**src/rpf_defs.svh**
```systemverilog
// Register map, field positions, reset values and timing constants.
`ifndef RPF_DEFS_SVH
`define RPF_DEFS_SVH
`define RPF_ADDR_CTRL 8'h04
`define RPF_ADDR_STAT 8'h06
`define RPF_ADDR_ED 8'h07
`define RPF_ADDR_SYNC 8'h15
`define RPF_CTRL_RST 8'h22
`define RPF_BIT_TXFCS 5
`define RPF_BIT_FCSOK 7
`define RPF_BIT_PDTDIS 7
`define RPF_RND_RST 2'h3
`define RPF_ED_RST 8'hFF
`define RPF_ED_MAX 13'h0053
`define RPF_RSSI_MAX 5'h1C
`define RPF_CLK_MHZ 200
`define RPF_RSSI_NS 2000
`define RPF_ED_LONG_NS 128000
`define RPF_ED_SHORT_NS 32000
`define RPF_ED_PROC_NS 4000
`define RPF_ED_VALID_NS 108000
`define RPF_READ_WIN_NS 224000
`define RPF_CYC(ns) (((ns) * `RPF_CLK_MHZ + 999) / 1000)
`define RPF_CYC_DN(ns) (((ns) * `RPF_CLK_MHZ) / 1000)
`define RPF_SHIFT_LONG 6
`define RPF_SHIFT_SHORT 4
`define RPF_H_TGT 3'h0
`define RPF_H_DATA 3'h1
`define RPF_H_GO 3'h2
`define RPF_H_STAT 3'h3
`define RPF_H_RDATA 3'h4
`define RPF_H_CFG 3'h5
`endif

```
**src/rpf_pkg.sv**
```systemverilog
// Types shared by both ends of the register link.
package rpf_pkg;
    typedef enum logic [1:0] {RX_OFF, RX_LISTEN, RX_BUSY} rpf_rx_t;
    typedef enum logic {M_IDLE, M_RUN} rpf_meas_t;
endpackage

```
**src/rpf_link_if.sv**
```systemverilog
// Register link between the host controller and the device.
`timescale 1ns/1ps
`default_nettype none
interface rpf_link_if;
    logic [7:0] regAddr;
    logic [7:0] regWdata;
    logic regWr;
    logic regRd;
    logic [7:0] regRdata;
    modport dev (input regAddr, input regWdata, input regWr,
                 input regRd, output regRdata);
    modport host (output regAddr, output regWdata, output regWr,
                  output regRd, input regRdata);
endinterface
`default_nettype wire

```
**src/rpf_dev_end.sv**
```systemverilog
// Device end: FCS control and status, strength field, energy detection.
//
// Implementation choice: the strobed register port.
`timescale 1ns/1ps
`default_nettype none
`include "rpf_defs.svh"
module rpf_dev_end #(
    parameter int ED_LONG_CYC = `RPF_CYC(`RPF_ED_LONG_NS),
    parameter int ED_SHORT_CYC = `RPF_CYC(`RPF_ED_SHORT_NS),
    parameter int ED_PROC_CYC = `RPF_CYC(`RPF_ED_PROC_NS),
    parameter int ED_VALID_CYC = `RPF_CYC_DN(`RPF_ED_VALID_NS)
) (
    input wire logic ref_clk,
    input wire logic rst_b,
    rpf_link_if.dev link,
    input wire rpf_pkg::rpf_rx_t rxState,
    input wire logic extMode,
    input wire logic highRate,
    input wire logic autoAckMode,
    input wire logic shrDetect,
    input wire logic frameDone,
    input wire logic fcsOk,
    input wire logic [4:0] rssiRaw,
    output logic txAutoFcs,
    output logic preambleDetectDisable,
    output logic frameStartIrq,
    output logic frameEndIrq,
    output logic measureDoneIrq
);
    import rpf_pkg::*;

    localparam int RSSI_CYC = `RPF_CYC(`RPF_RSSI_NS);
    localparam int FS_AT = ED_LONG_CYC + ED_PROC_CYC - ED_VALID_CYC;

    // Averaged strength in dB: sum of codes times three, divided by the
    // sample count, clipped to the top valid energy code.
    function automatic logic [7:0] edCode(input logic [10:0] sum,
                                          input logic shortWin);
        logic [12:0] db;
        db = 13'({2'h0, sum} * 13'h0003);
        db = shortWin ? (db >> `RPF_SHIFT_SHORT) : (db >> `RPF_SHIFT_LONG);
        if (db > `RPF_ED_MAX) begin
            db = `RPF_ED_MAX;
        end
        edCode = db[7:0];
    endfunction

    // ****************************************************************
    // Register write decode
    // ****************************************************************
    logic [7:0] ctrl_r;
    logic pdtDis_r;
    logic fcsValid_r;
    logic [4:0] rssi_r;
    logic [7:0] edLevel_r;
    logic [7:0] rdata_r;
    wire wrCtrl = link.regWr && (link.regAddr == `RPF_ADDR_CTRL);
    wire wrEd = link.regWr && (link.regAddr == `RPF_ADDR_ED);
    wire wrSync = link.regWr && (link.regAddr == `RPF_ADDR_SYNC);
    wire inRx = (rxState == RX_LISTEN) || (rxState == RX_BUSY);

    // The bit only steers the transmitter; no mode gates it.
    assign txAutoFcs = ctrl_r[`RPF_BIT_TXFCS];
    assign preambleDetectDisable = pdtDis_r;

    // Control registers written by the host.
    always_ff @(posedge ref_clk or negedge rst_b) begin
        if (!rst_b) begin
            ctrl_r <= `RPF_CTRL_RST;
            pdtDis_r <= 1'b0;
        end else begin
            if (wrCtrl) begin
                ctrl_r <= link.regWdata;
            end
            if (wrSync) begin
                pdtDis_r <= link.regWdata[`RPF_BIT_PDTDIS];
            end
        end
    end

    // ****************************************************************
    // Frame check status
    // ****************************************************************
    // A bad frame in auto ack mode is dropped, so neither the flag nor
    // the interrupt moves.
    wire frameKept = frameDone && !(autoAckMode && !fcsOk);

    always_ff @(posedge ref_clk or negedge rst_b) begin
        if (!rst_b) begin
            fcsValid_r <= 1'b0;
            frameEndIrq <= 1'b0;
        end else begin
            frameEndIrq <= frameKept;
            if (frameKept) begin
                fcsValid_r <= fcsOk;
            end
        end
    end

    // ****************************************************************
    // Strength sampling
    // ****************************************************************
    logic [8:0] tickCnt_r;
    wire rssiTick = (tickCnt_r == 9'(RSSI_CYC - 1));
    // Raw codes above the top step are clipped; the analog front end
    // sets code zero at the base level, 3dB a step.
    wire [4:0] rssiClip = (rssiRaw > `RPF_RSSI_MAX) ? `RPF_RSSI_MAX
                                                    : rssiRaw;

    // The field is refreshed only while receiving in basic mode.
    always_ff @(posedge ref_clk or negedge rst_b) begin
        if (!rst_b) begin
            tickCnt_r <= 9'h000;
            rssi_r <= 5'h00;
        end else begin
            tickCnt_r <= rssiTick ? 9'h000 : tickCnt_r + 9'h001;
            if (rssiTick && inRx && !extMode) begin
                rssi_r <= rssiClip;
            end
        end
    end

    // ****************************************************************
    // Energy detection engine
    // ****************************************************************
    rpf_meas_t meas_r;
    logic [15:0] elapsed_r;
    logic [10:0] sum_r;
    logic isAuto_r;
    logic shortWin_r;
    logic irqOwed_r;
    logic autoLock_r;
    logic doneIrq_r;
    logic fsIrq_r;

    // SHR detection is masked by the preamble disable bit.
    wire autoStart = shrDetect && !pdtDis_r && inRx;
    // A request landing on the last cycle of a run starts the next one,
    // so it is never lost between the two.
    wire manStart = wrEd && inRx && ((meas_r == M_IDLE) || measEnd);
    wire [15:0] runLen = 16'((shortWin_r ? ED_SHORT_CYC : ED_LONG_CYC)
                             + ED_PROC_CYC);
    wire [15:0] sampLen = 16'(shortWin_r ? ED_SHORT_CYC : ED_LONG_CYC);
    wire measEnd = (meas_r == M_RUN) && (elapsed_r == runLen - 16'h0001);
    // A locked automatic result survives any manual request.
    wire storeOk = measEnd && (isAuto_r || !autoLock_r);
    // Outside receive the interrupt still comes, with no result.
    wire doneNow = (wrEd && !inRx) || (measEnd && irqOwed_r);

    assign measureDoneIrq = doneIrq_r;
    assign frameStartIrq = fsIrq_r;

    // Sequencer: an SHR seen in receive with the preamble disable bit clear
    // restarts the window as automatic, even mid-run; a
    // manual request during a run is answered at its end.
    always_ff @(posedge ref_clk or negedge rst_b) begin
        if (!rst_b) begin
            meas_r <= M_IDLE;
            elapsed_r <= 16'h0000;
            sum_r <= 11'h000;
            isAuto_r <= 1'b0;
            shortWin_r <= 1'b0;
            irqOwed_r <= 1'b0;
        end else begin
            if (autoStart) begin
                meas_r <= M_RUN;
                elapsed_r <= 16'h0000;
                sum_r <= 11'h000;
                isAuto_r <= 1'b1;
                shortWin_r <= highRate;
                // A manual request that meets an SHR is still answered.
                irqOwed_r <= irqOwed_r || wrEd;
            end else if (manStart) begin
                meas_r <= M_RUN;
                elapsed_r <= 16'h0000;
                sum_r <= 11'h000;
                isAuto_r <= 1'b0;
                shortWin_r <= 1'b0;
                irqOwed_r <= 1'b1;
            end else if (meas_r == M_RUN) begin
                elapsed_r <= elapsed_r + 16'h0001;
                if (rssiTick && elapsed_r < sampLen) begin
                    sum_r <= sum_r + {6'h00, rssiClip};
                end
                if (wrEd && inRx) begin
                    irqOwed_r <= 1'b1;
                end
                if (measEnd) begin
                    meas_r <= M_IDLE;
                    irqOwed_r <= 1'b0;
                end
            end
        end
    end

    // Result store and frame lock. Writes never touch the value.
    always_ff @(posedge ref_clk or negedge rst_b) begin
        if (!rst_b) begin
            edLevel_r <= `RPF_ED_RST;
            autoLock_r <= 1'b0;
            doneIrq_r <= 1'b0;
            fsIrq_r <= 1'b0;
        end else begin
            doneIrq_r <= doneNow;
            fsIrq_r <= (meas_r == M_RUN) && isAuto_r && !shortWin_r &&
                       (elapsed_r == 16'(FS_AT));
            if (storeOk) begin
                edLevel_r <= edCode(sum_r, shortWin_r);
            end
            if (measEnd && isAuto_r) begin
                autoLock_r <= 1'b1;
            end else if (frameDone || rxState != RX_BUSY || autoStart) begin
                autoLock_r <= 1'b0;
            end
        end
    end

    // ****************************************************************
    // Read path
    // ****************************************************************
    // Status word built from registers in one cycle.
    wire [7:0] statWord = {fcsValid_r, `RPF_RND_RST, rssi_r};
    wire [7:0] rdSel =
        (link.regAddr == `RPF_ADDR_CTRL) ? ctrl_r :
        (link.regAddr == `RPF_ADDR_STAT) ? statWord :
        (link.regAddr == `RPF_ADDR_ED) ? edLevel_r :
        (link.regAddr == `RPF_ADDR_SYNC) ? {pdtDis_r, 7'h00} : 8'h00;

    // Read data stand in the cycle after the strobe only.
    always_ff @(posedge ref_clk or negedge rst_b) begin
        if (!rst_b) begin
            rdata_r <= 8'h00;
        end else begin
            rdata_r <= link.regRd ? rdSel : 8'h00;
        end
    end
    assign link.regRdata = rdata_r;
endmodule // rpf_dev_end
`default_nettype wire

```
**src/flat_wrapper.sv**
```systemverilog
// flat-port wrapper written by rule: the top's interface ports become plain ports
module rpf_dev_end_flat import rpf_pkg::*;
#(
    parameter int ED_LONG_CYC = `RPF_CYC(`RPF_ED_LONG_NS),
    parameter int ED_SHORT_CYC = `RPF_CYC(`RPF_ED_SHORT_NS),
    parameter int ED_PROC_CYC = `RPF_CYC(`RPF_ED_PROC_NS),
    parameter int ED_VALID_CYC = `RPF_CYC_DN(`RPF_ED_VALID_NS)
)
  (ref_clk, rst_b, rxState, extMode, highRate, autoAckMode, shrDetect, frameDone, fcsOk, rssiRaw, txAutoFcs, preambleDetectDisable, frameStartIrq, frameEndIrq, measureDoneIrq, link_regAddr, link_regWdata, link_regWr, link_regRd, link_regRdata);
  rpf_link_if link_i ();
  input wire logic ref_clk;
  input wire logic rst_b;
  input wire rpf_pkg::rpf_rx_t rxState;
  input wire logic extMode;
  input wire logic highRate;
  input wire logic autoAckMode;
  input wire logic shrDetect;
  input wire logic frameDone;
  input wire logic fcsOk;
  input wire logic [4:0] rssiRaw;
  output logic txAutoFcs;
  output logic preambleDetectDisable;
  output logic frameStartIrq;
  output logic frameEndIrq;
  output logic measureDoneIrq;
  input wire logic [$bits(link_i.regAddr)-1:0] link_regAddr;
  input wire logic [$bits(link_i.regWdata)-1:0] link_regWdata;
  input wire logic [$bits(link_i.regWr)-1:0] link_regWr;
  input wire logic [$bits(link_i.regRd)-1:0] link_regRd;
  output wire logic [$bits(link_i.regRdata)-1:0] link_regRdata;
  assign link_i.regAddr = link_regAddr;
  assign link_i.regWdata = link_regWdata;
  assign link_i.regWr = link_regWr;
  assign link_i.regRd = link_regRd;
  assign link_regRdata = link_i.regRdata;
  rpf_dev_end #(.ED_LONG_CYC(ED_LONG_CYC), .ED_SHORT_CYC(ED_SHORT_CYC), .ED_PROC_CYC(ED_PROC_CYC), .ED_VALID_CYC(ED_VALID_CYC)) u_core (.ref_clk(ref_clk), .rst_b(rst_b), .link(link_i), .rxState(rxState), .extMode(extMode), .highRate(highRate), .autoAckMode(autoAckMode), .shrDetect(shrDetect), .frameDone(frameDone), .fcsOk(fcsOk), .rssiRaw(rssiRaw), .txAutoFcs(txAutoFcs), .preambleDetectDisable(preambleDetectDisable), .frameStartIrq(frameStartIrq), .frameEndIrq(frameEndIrq), .measureDoneIrq(measureDoneIrq));
endmodule
```
**config.mk**
```make
export PLATFORM = sky130hd
export DESIGN_NAME = rpf_dev_end_flat
export DESIGN_NICKNAME = d
export VERILOG_FILES = /design/src/rpf_pkg.sv /design/src/rpf_link_if.sv /design/src/rpf_dev_end.sv /design/src/flat_wrapper.sv
export VERILOG_INCLUDE_DIRS = /design/src /design/src/src
export SDC_FILE = /design/constraint.sdc
export NUM_CORES = 1
export LEC_CHECK = 0
export BUFFER_PORTS_ARGS = -buffer_cell sky130_fd_sc_hd__buf_2
export CORE_MARGIN = 8
export CORE_UTILIZATION = 55
export CTS_BUF_LIST = sky130_fd_sc_hd__clkbuf_4
export DETAILED_ROUTE_END_ITERATION = 12
export PLACE_DENSITY = 0.78
export REMOVE_ABC_BUFFERS = 1
export SLEW_MARGIN = 20
export SYNTH_ARGS = -nofsm -noshare
export SYNTH_HDL_FRONTEND = slang
export SYNTH_SLANG_ARGS = --single-unit
```
**constraint.sdc**
```tcl
create_clock -name ref_clk -period 2.4 [get_ports ref_clk]
set_input_delay 0.48 -clock ref_clk [delete_from_list [all_inputs] [get_ports ref_clk]]
set_output_delay 0.48 -clock ref_clk [all_outputs]
set_load 0.01 [all_outputs]
```
==> metrics.yaml, run 1 <==
sta:
  clock_skew_ns: 0.0180
  period_minus_slack_ns: 2.47
  hold_viol: 0
  fin_crit_sh_pct: 103
  max-slew-margin-rel_pct: 63.7
  rsz0062_at_grt: "yes"
  setup_slack_ns: -0.0730
  slew_violations: 0
  setup_viol_count_final: 6
  worstMarginPinSlew_ns: 0.539
  timing.fmax_mhz: 404
synthesis:
  yosys_most_used_dff: "dfrtp_1"
  ys_types: 60
  ys_seq_area_share_pct: 43.7
  synth_seq_cells: 75
  yosysWarnings: 0
  ys_async_sr_fraction_pct: 100
  postSynthAreaPerCell_sq_um: 9.68
  synth_edf_count: 0
  synth_area_sq_um: 4330
  netlist_instances: 447
grt:
  first_global_vias: 3840
  grt_max_degree: 76
  track_usage_pct: 19.3
  antenna_found_initial: 0
  grt_overflow: 0
  grt_first_pass_wirelength_mm: 17.7
layout:
  final_common_cell: "nor2_1"
  drive_gt1_share_pct: 34.7
  area_growth_pct: 28.1
  mostFrequentLayoutCells: "nor2_1 (71), buf_4 (62), dfrtp_1 (62)"
  post-route-util_pct: 72.1
  diodes: 0
  fill_cells: 557
  fin_nets: 614
  finalNonFillerCells: 661
status:
  violations: "setup timing"
  status: "finished, violations left"
worst_setup_path:
  cp.arrival_ns: 2.85
  worstSetupEndpointType: "flip-flop"
  worst_path_max_delay_cell: "dfrtp_1"
  required_ns: 2.78
  path_cells: "ha_4 -> buf_4 -> a21o_1 -> o31a_1 -> buf_4 -> o31a_1 -> a211oi_2 -> a21o_1 -> a32o_2 -> a22o_1"
  ff2ff_path_depth: 10
  setup.worst_path.class: "reg2reg"
  critPathMaxFanout: 3
  startpoint_type: "flip-flop"
  critPathMaxStageDelay_ns: 0.47
pwr:
  ir_worst_vdd_mv: 0.299
  power_density_nw_per_um2: 448
  p_leak_uw: 0.00267
  power.total_uw: 2490
clocking:
  cts-root-buf: "clkbuf_4"
  cts_tree: "built"
  clk_latency_ns: 0.43
  clockBufferDepth: 2
  cts.reportedPaths.clkPinSlew_ns: 0.13
  h-tree-depth: 3
  holdBufCountCts: 0
  cts_made_buffers: 9
  cts_sinks: 75
detailed_routing:
  vias: 3679
  wl_per_cell_um: 16.4
  drt_iter0_markers: 148
  ant_nets: 0
  avgViaCountPerCell: 5.57
  wl_mm: 10.8
  drc_errors: 0
  drt_first_pass_iters: 4
place:
  hpwlAfterDp_mm: 7.43
  pre_cts_slack_ns: -0.178
  placed_cells: 632
  routabilityCongestion: 0.839
  port_buffers: 45
job:
  maxCapViolations: 0
floorplan:
  rows: 32
  dieHeight_um: 105
  die_w_um: 105
  initial_core_util_pct: 56.3
  core_sq_um: 7690
  io_pins: 46
  die-area_sq_um: 11000
min_path:
  hold_class: "in2async"
## where the power goes
| part | internal [uW] | switching [uW] |
|---|---|---|
| Combinational | 155 | 189 |
| Sequential | 1310 | 49.3 |
| Clock | 314 | 472 |
## routing by layer
metal  track usage, %  vias up  part of all wire (%)
li1                 -     1785                     -
met1             22.4     1782                    41
met2             34.2       83                    52
met3             4.18       29                   4.0
met4             7.14        0                   2.4
met5                0        -                     0
## sequential cells by signal (all words and copies together), names as in the netlist
| signal | flops |
|---|---|
| u_core.edLevel_r | 8 |
| u_core.shortWin_r | 1 |
| u_core.fcsValid_r | 1 |
| u_core.measureDoneIrq | 1 |
| u_core.link.regRdata | 8 |
| u_core.frameEndIrq | 1 |
| u_core.irqOwed_r | 1 |
| u_core.preambleDetectDisable | 1 |
| u_core.meas_r | 1 |
| u_core.tickCnt_r | 9 |
| u_core.ctrl_r | 8 |
| u_core.isAuto_r | 1 |
| u_core.rssi_r | 5 |
| u_core.frameStartIrq | 1 |
| u_core.sum_r | 11 |
| u_core.autoLock_r | 1 |
| u_core.elapsed_r | 16 |
## cells by family after synthesis
logic type | count (synthesis) | synth area share [%]
mux | 23 | 5.78
xor+xnor | 35 | 7.08
fa+ha+maj | 27 | 7.98
buf+inv | 29 | 2.92
compound gates | 67 | 11.1
flops | 75 | 43.7
simple gates | 191 | 21.5
## critical path: cells and delay by family (launching register included)
| family | cells | cell delay [ns] |
|---|---|---|
| compound gates | 7 | 1.36 |
| fa+ha+maj | 1 | 0.29 |
| buf+inv | 2 | 0.30 |
| flops | 1 | 0.47 |
## final timing paths
| check | slack, ns | from | to |
|---|---|---|---|
| setup / recovery | -0.07 | u_core.sum_r[5] | u_core.edLevel_r[3] |
| hold / removal | 0.03 | rst_b | u_core.elapsed_r[9] |
| setup reg to reg | -0.07 | u_core.sum_r[5] | u_core.edLevel_r[3] |
| hold reg to reg | 0.49 | u_core.edLevel_r[5] | u_core.edLevel_r[5] |
| max in group asynchronous | 1.99 | rst_b | u_core.ctrl_r[1] |
| min in group ref_clk | 0.24 | highRate | u_core.shortWin_r |
## area by class of cell
cell class	count	area [sq um]	area share [%]
multi-input cells	343	2550	46.1
flip-flops and latches	75	1890	34.2
repair buffers	110	776	14.0
well taps	102	128	2.30
clock buffers	9	67.6	1.22
clock inverters	7	67.6	1.22
inverters	15	56.3	1.02
## cells in the mapped netlist (9+ instances only)
cell     count  area [sq um]
xnor2_1     17           149
nor2_1      72           270
o21ai_0      9          45.0
mux2_2      16           180
xor2_1      18           158
ha_1        26           325
inv_1       15          56.3
dfstp_2     10           263
dfrtp_1     65          1630
a21oi_1     15          75.1
nand3_1     21           105
nand2_1     40           150
## per-stage QoR
stage	setup TNS [ns]	instance area, sq um	hold WS, ns
global placement	-0.285	5030	0.465
finish	-0.247	5540	0.0335
floorplan	-3.85	4260	0.184
global route	-1.14	5540	0.0516
detailed placement	-1.06	5030	0.471
CTS	-0.166	5260	0.0489
## what timing repair did
| action | CTS | global route |
|---|---|---|
| cloned | 0 | 2 |
| gates resized for setup | 15 | 26 |
| setup endpoints to repair | 9 | 34 |
| pin swaps | 8 | 11 |
| setup buffers | 2 | 9 |
Note: power is estimated with default switching activity, not from simulation.
==> inputs of run 2 (changes only) <==
- ABC_AREA: not set -> 1
- CORE_UTILIZATION: 55 -> 56
- PLACE_DENSITY: 0.78 -> 0.79
==> run 2 against run 1 <==
The flow now finishes without violations. Sequential power hardly changed. Non-clock buffer count shrank 44. Die area is 6.6% higher. Clock power rose by 20%. Critical path depth grew 1.
==> metrics.yaml, run 2 <==
pwr:
  ir_worst_vdd_mv: 0.376  # +26%
  power_density_nw_per_um2: 484  # +7.9%
  p_leak_uw: 0.00278  # +3.9%
synthesis:
  synth_area_sq_um: 4750  # +9.8%
  synth_seq_cells: 75  # unchanged
  yosysWarnings: 0  # unchanged
  ys_seq_area_share_pct: 39.8  # -3.9 points
  yosys_most_used_dff: "dfrtp_1"
  ys_async_sr_fraction_pct: 100  # unchanged
  postSynthAreaPerCell_sq_um: 7.65  # -21%
  yosysTopAreaCell: "dfrtp_1"
  synth_top_area_share_pct: 34.2  # -3.4 points
  netlist_instances: 621  # +39%
  ys_types: 37  # -38%
  synth_most_common_cell: "nand2_1"
  synth_edf_count: 0  # unchanged
  yosys-top-cells-count: "nand2_1 (138), inv_1 (98), dfrtp_1 (65)"
  ys_top_cells_by_area: "dfrtp_1 (34%), nand2_1 (11%), inv_1 (7.7%)"
worst_setup_path:
  path_cells: "ha_1 -> inv_1 -> nor4_4 -> nand4_1 -> nand2_2 -> nand3_4 -> nand2_4 -> nor2_1 -> buf_4 -> nand2_1 -> o21ai_0"
  startpoint_type: "flip-flop"
  critPathMaxStageDelay_ns: 0.49  # +0.02 ns
  cp_top_family: "simple AND/OR/NAND/NOR gates"
  cp.arrival_ns: 2.54  # -0.31 ns
  required_ns: 2.72  # -0.06 ns
  setup.worst_path.class: "reg2reg"
  worst_path_max_delay_cell: "dfrtp_2"
  cp_num_buf_inv: 2  # unchanged
  critPathMaxFanout: 7  # +4
  worstSetupEndpointType: "flip-flop"
layout:
  final_common_cell: "nand2_1"
  area_growth_pct: 15.5
  largest_reg_flops: 16  # unchanged
  reg.largest.list: "u_core.elapsed_r (16), u_core.sum_r (11), u_core.tickCnt_r (9)"
  regMostFlops: "u_core.elapsed_r"
  mostFrequentLayoutCells: "nand2_1 (136), inv_1 (98), dfrtp_1 (59)"
  fin_area_sq_um: 5490  # -0.95%
  drive_gt1_share_pct: 19.0  # -16 points
  diodes: 0  # unchanged
  finalNonFillerCells: 798  # +21%
  fin_nets: 748  # +22%
sta:
  tns_ns: 0  # +0.247 ns
  hold_viol: 0  # unchanged
  timing.fmax_mhz: 450  # +11%
  rsz0062_at_grt: "no"
  clock_skew_ns: 0.0226  # +0.00454 ns
  worstMarginPinSlew_ns: 0.510  # -0.0296 ns
  hold_ws_ns: 0.0559  # +0.0225 ns
  max-slew-margin-rel_pct: 65.7  # +2.0 points
  slew_violations: 0  # unchanged
  setup_viol_count_final: 0  # -6
  fin_crit_sh_pct: 92.7  # -10 points
  period_minus_slack_ns: 2.22  # -0.248 ns
min_path:
  hold_class: "in2async"
floorplan:
  dieHeight_um: 108  # +3.3%
  core_sq_um: 8220  # +6.9%
  die-area_sq_um: 11700  # +6.6%
  rows: 33  # +3.1%
  initial_core_util_pct: 57.8  # +1.5 points
  io_pins: 46  # unchanged
  die_w_um: 108  # +3.3%
place:
  hpwlAfterDp_mm: 9.31  # +25%
  routabilityCongestion: 0.938  # +12%
  placed_cells: 778  # +23%
  place_area_sq_um: 5200  # +3.5%
  port_buffers: 45  # unchanged
grt:
  first_global_vias: 4318  # +12%
  antenna_found_initial: 0  # unchanged
  track_usage_pct: 21.1  # +1.8 points
  busiest_layer: "met2"
  grt_overflow: 0  # unchanged
  grt_util_met1_pct: 26.5  # +4.1 points
  met2_usage_pct: 35.1  # +0.89 points
  use_met3_pct: 3.75  # -0.43 points
  grt_first_pass_wirelength_mm: 20.0  # +13%
  grt_max_degree: 76  # unchanged
detailed_routing:
  ant_nets: 0  # unchanged
  wl_mm: 12.0  # +10%
  drc_errors: 0  # unchanged
  wl_per_cell_um: 15.0  # -8.5%
  avgViaCountPerCell: 5.49  # -1.3%
  vias: 4384  # +19%
  drt_iter0_markers: 305  # +110%
  drt_first_pass_iters: 4  # unchanged
clocking:
  cts-root-buf: "clkbuf_4"
  cts_tree: "built"
  cts_sinks: 75  # unchanged
  holdBufCountCts: 0  # unchanged
  clockBufferDepth: 2  # unchanged
  cts.reportedPaths.clkPinSlew_ns: 0.14  # about the same
  clk_latency_ns: 0.43  # about the same
  cts_made_buffers: 9  # unchanged
  h-tree-depth: 3  # unchanged
job:
  maxCapViolations: 0  # unchanged
status:
  status: "finished, final reports clean"
-- run 2: cells by family after synthesis --
| logic type | count (synthesis) | synth area share, % |
|---|---|---|
| adder cells (fa/ha/maj) | 27 | 7.27 |
| buffers and inverters | 110 | 8.87 |
| AND/OR/NAND/NOR | 299 | 28.3 |
| AO/OA/AOI/OAI | 80 | 9.56 |
| XOR/XNOR | 20 | 3.84 |
| flip-flops | 75 | 39.8 |
| multiplexers | 10 | 2.37 |
-- run 2: worst register-to-register path: stages, from the launching register on --
cell and delay [ns]:
dfrtp_2 0.49, ha_1 0.33, inv_1 0.09, nor4_4 0.30, nand4_1 0.17, nand2_2 0.13
nand3_4 0.11, nand2_4 0.11, nor2_1 0.08, buf_4 0.17, nand2_1 0.05, o21ai_0 0.08
-- run 2: final timing paths --
kind                            slack (ns)             endpoint                start  cells after the start
worst max-delay path                  0.18      u_core.sum_r[1]    u_core.shortWin_r                     11
worst min-delay path                  0.06      u_core.sum_r[0]                rst_b                      2
worst max register to register        0.18      u_core.sum_r[1]    u_core.shortWin_r                     11
worst min register to register        0.45  u_core.edLevel_r[7]  u_core.edLevel_r[7]                      2
max in group asynchronous             1.98     u_core.ctrl_r[1]                rst_b                      2
min in group ref_clk                  0.23   u_core.frameEndIrq          autoAckMode                      2
-- run 2: final cells by class --
| class | count | area [sq um] |
|---|---|---|
| clock buffer | 9 | 67.6 |
| clock inverter | 7 | 101 |
| fill | 669 | 2730 |
| inverter | 100 | 375 |
| multi-input combinational | 436 | 2520 |
| sequential | 75 | 1900 |
| tap | 105 | 131 |
| timing repair buffer | 66 | 395 |
-- run 2: routing by layer --
metal  share of wire [%]  wire length, um
met1                  44             5270
met2                  49             5890
met3                 5.1              615
met4                 1.7              209
met5                   0                0
-- run 2: through the flow --
step	utilization, %	worst slack [ns]	power (uW)
detailed placement	63.3	-0.0989	1730
finish	66.8	0.175	2660
global route	66.8	0.00376	2780
global placement	63.3	0.0569	1710
CTS	65.4	0.0320	2660
floorplan	-	0.0654	1570
-- run 2: where the power goes --
group | total, uW | internal [uW] | leakage, uW | switching [uW]
sequential | 1360 | 1310 | 0.000961 | 52.6
combinational | 349 | 137 | 0.00173 | 211
clock | 944 | 431 | 0.0000880 | 512
total | 2660 | 1880 | 0.00278 | 776
-- run 2: timing repair --
item                                    4_1_cts  5_1_grt
endpoints found under the setup margin        0       31
resized for setup                             0       19
buffers inserted                              0        4
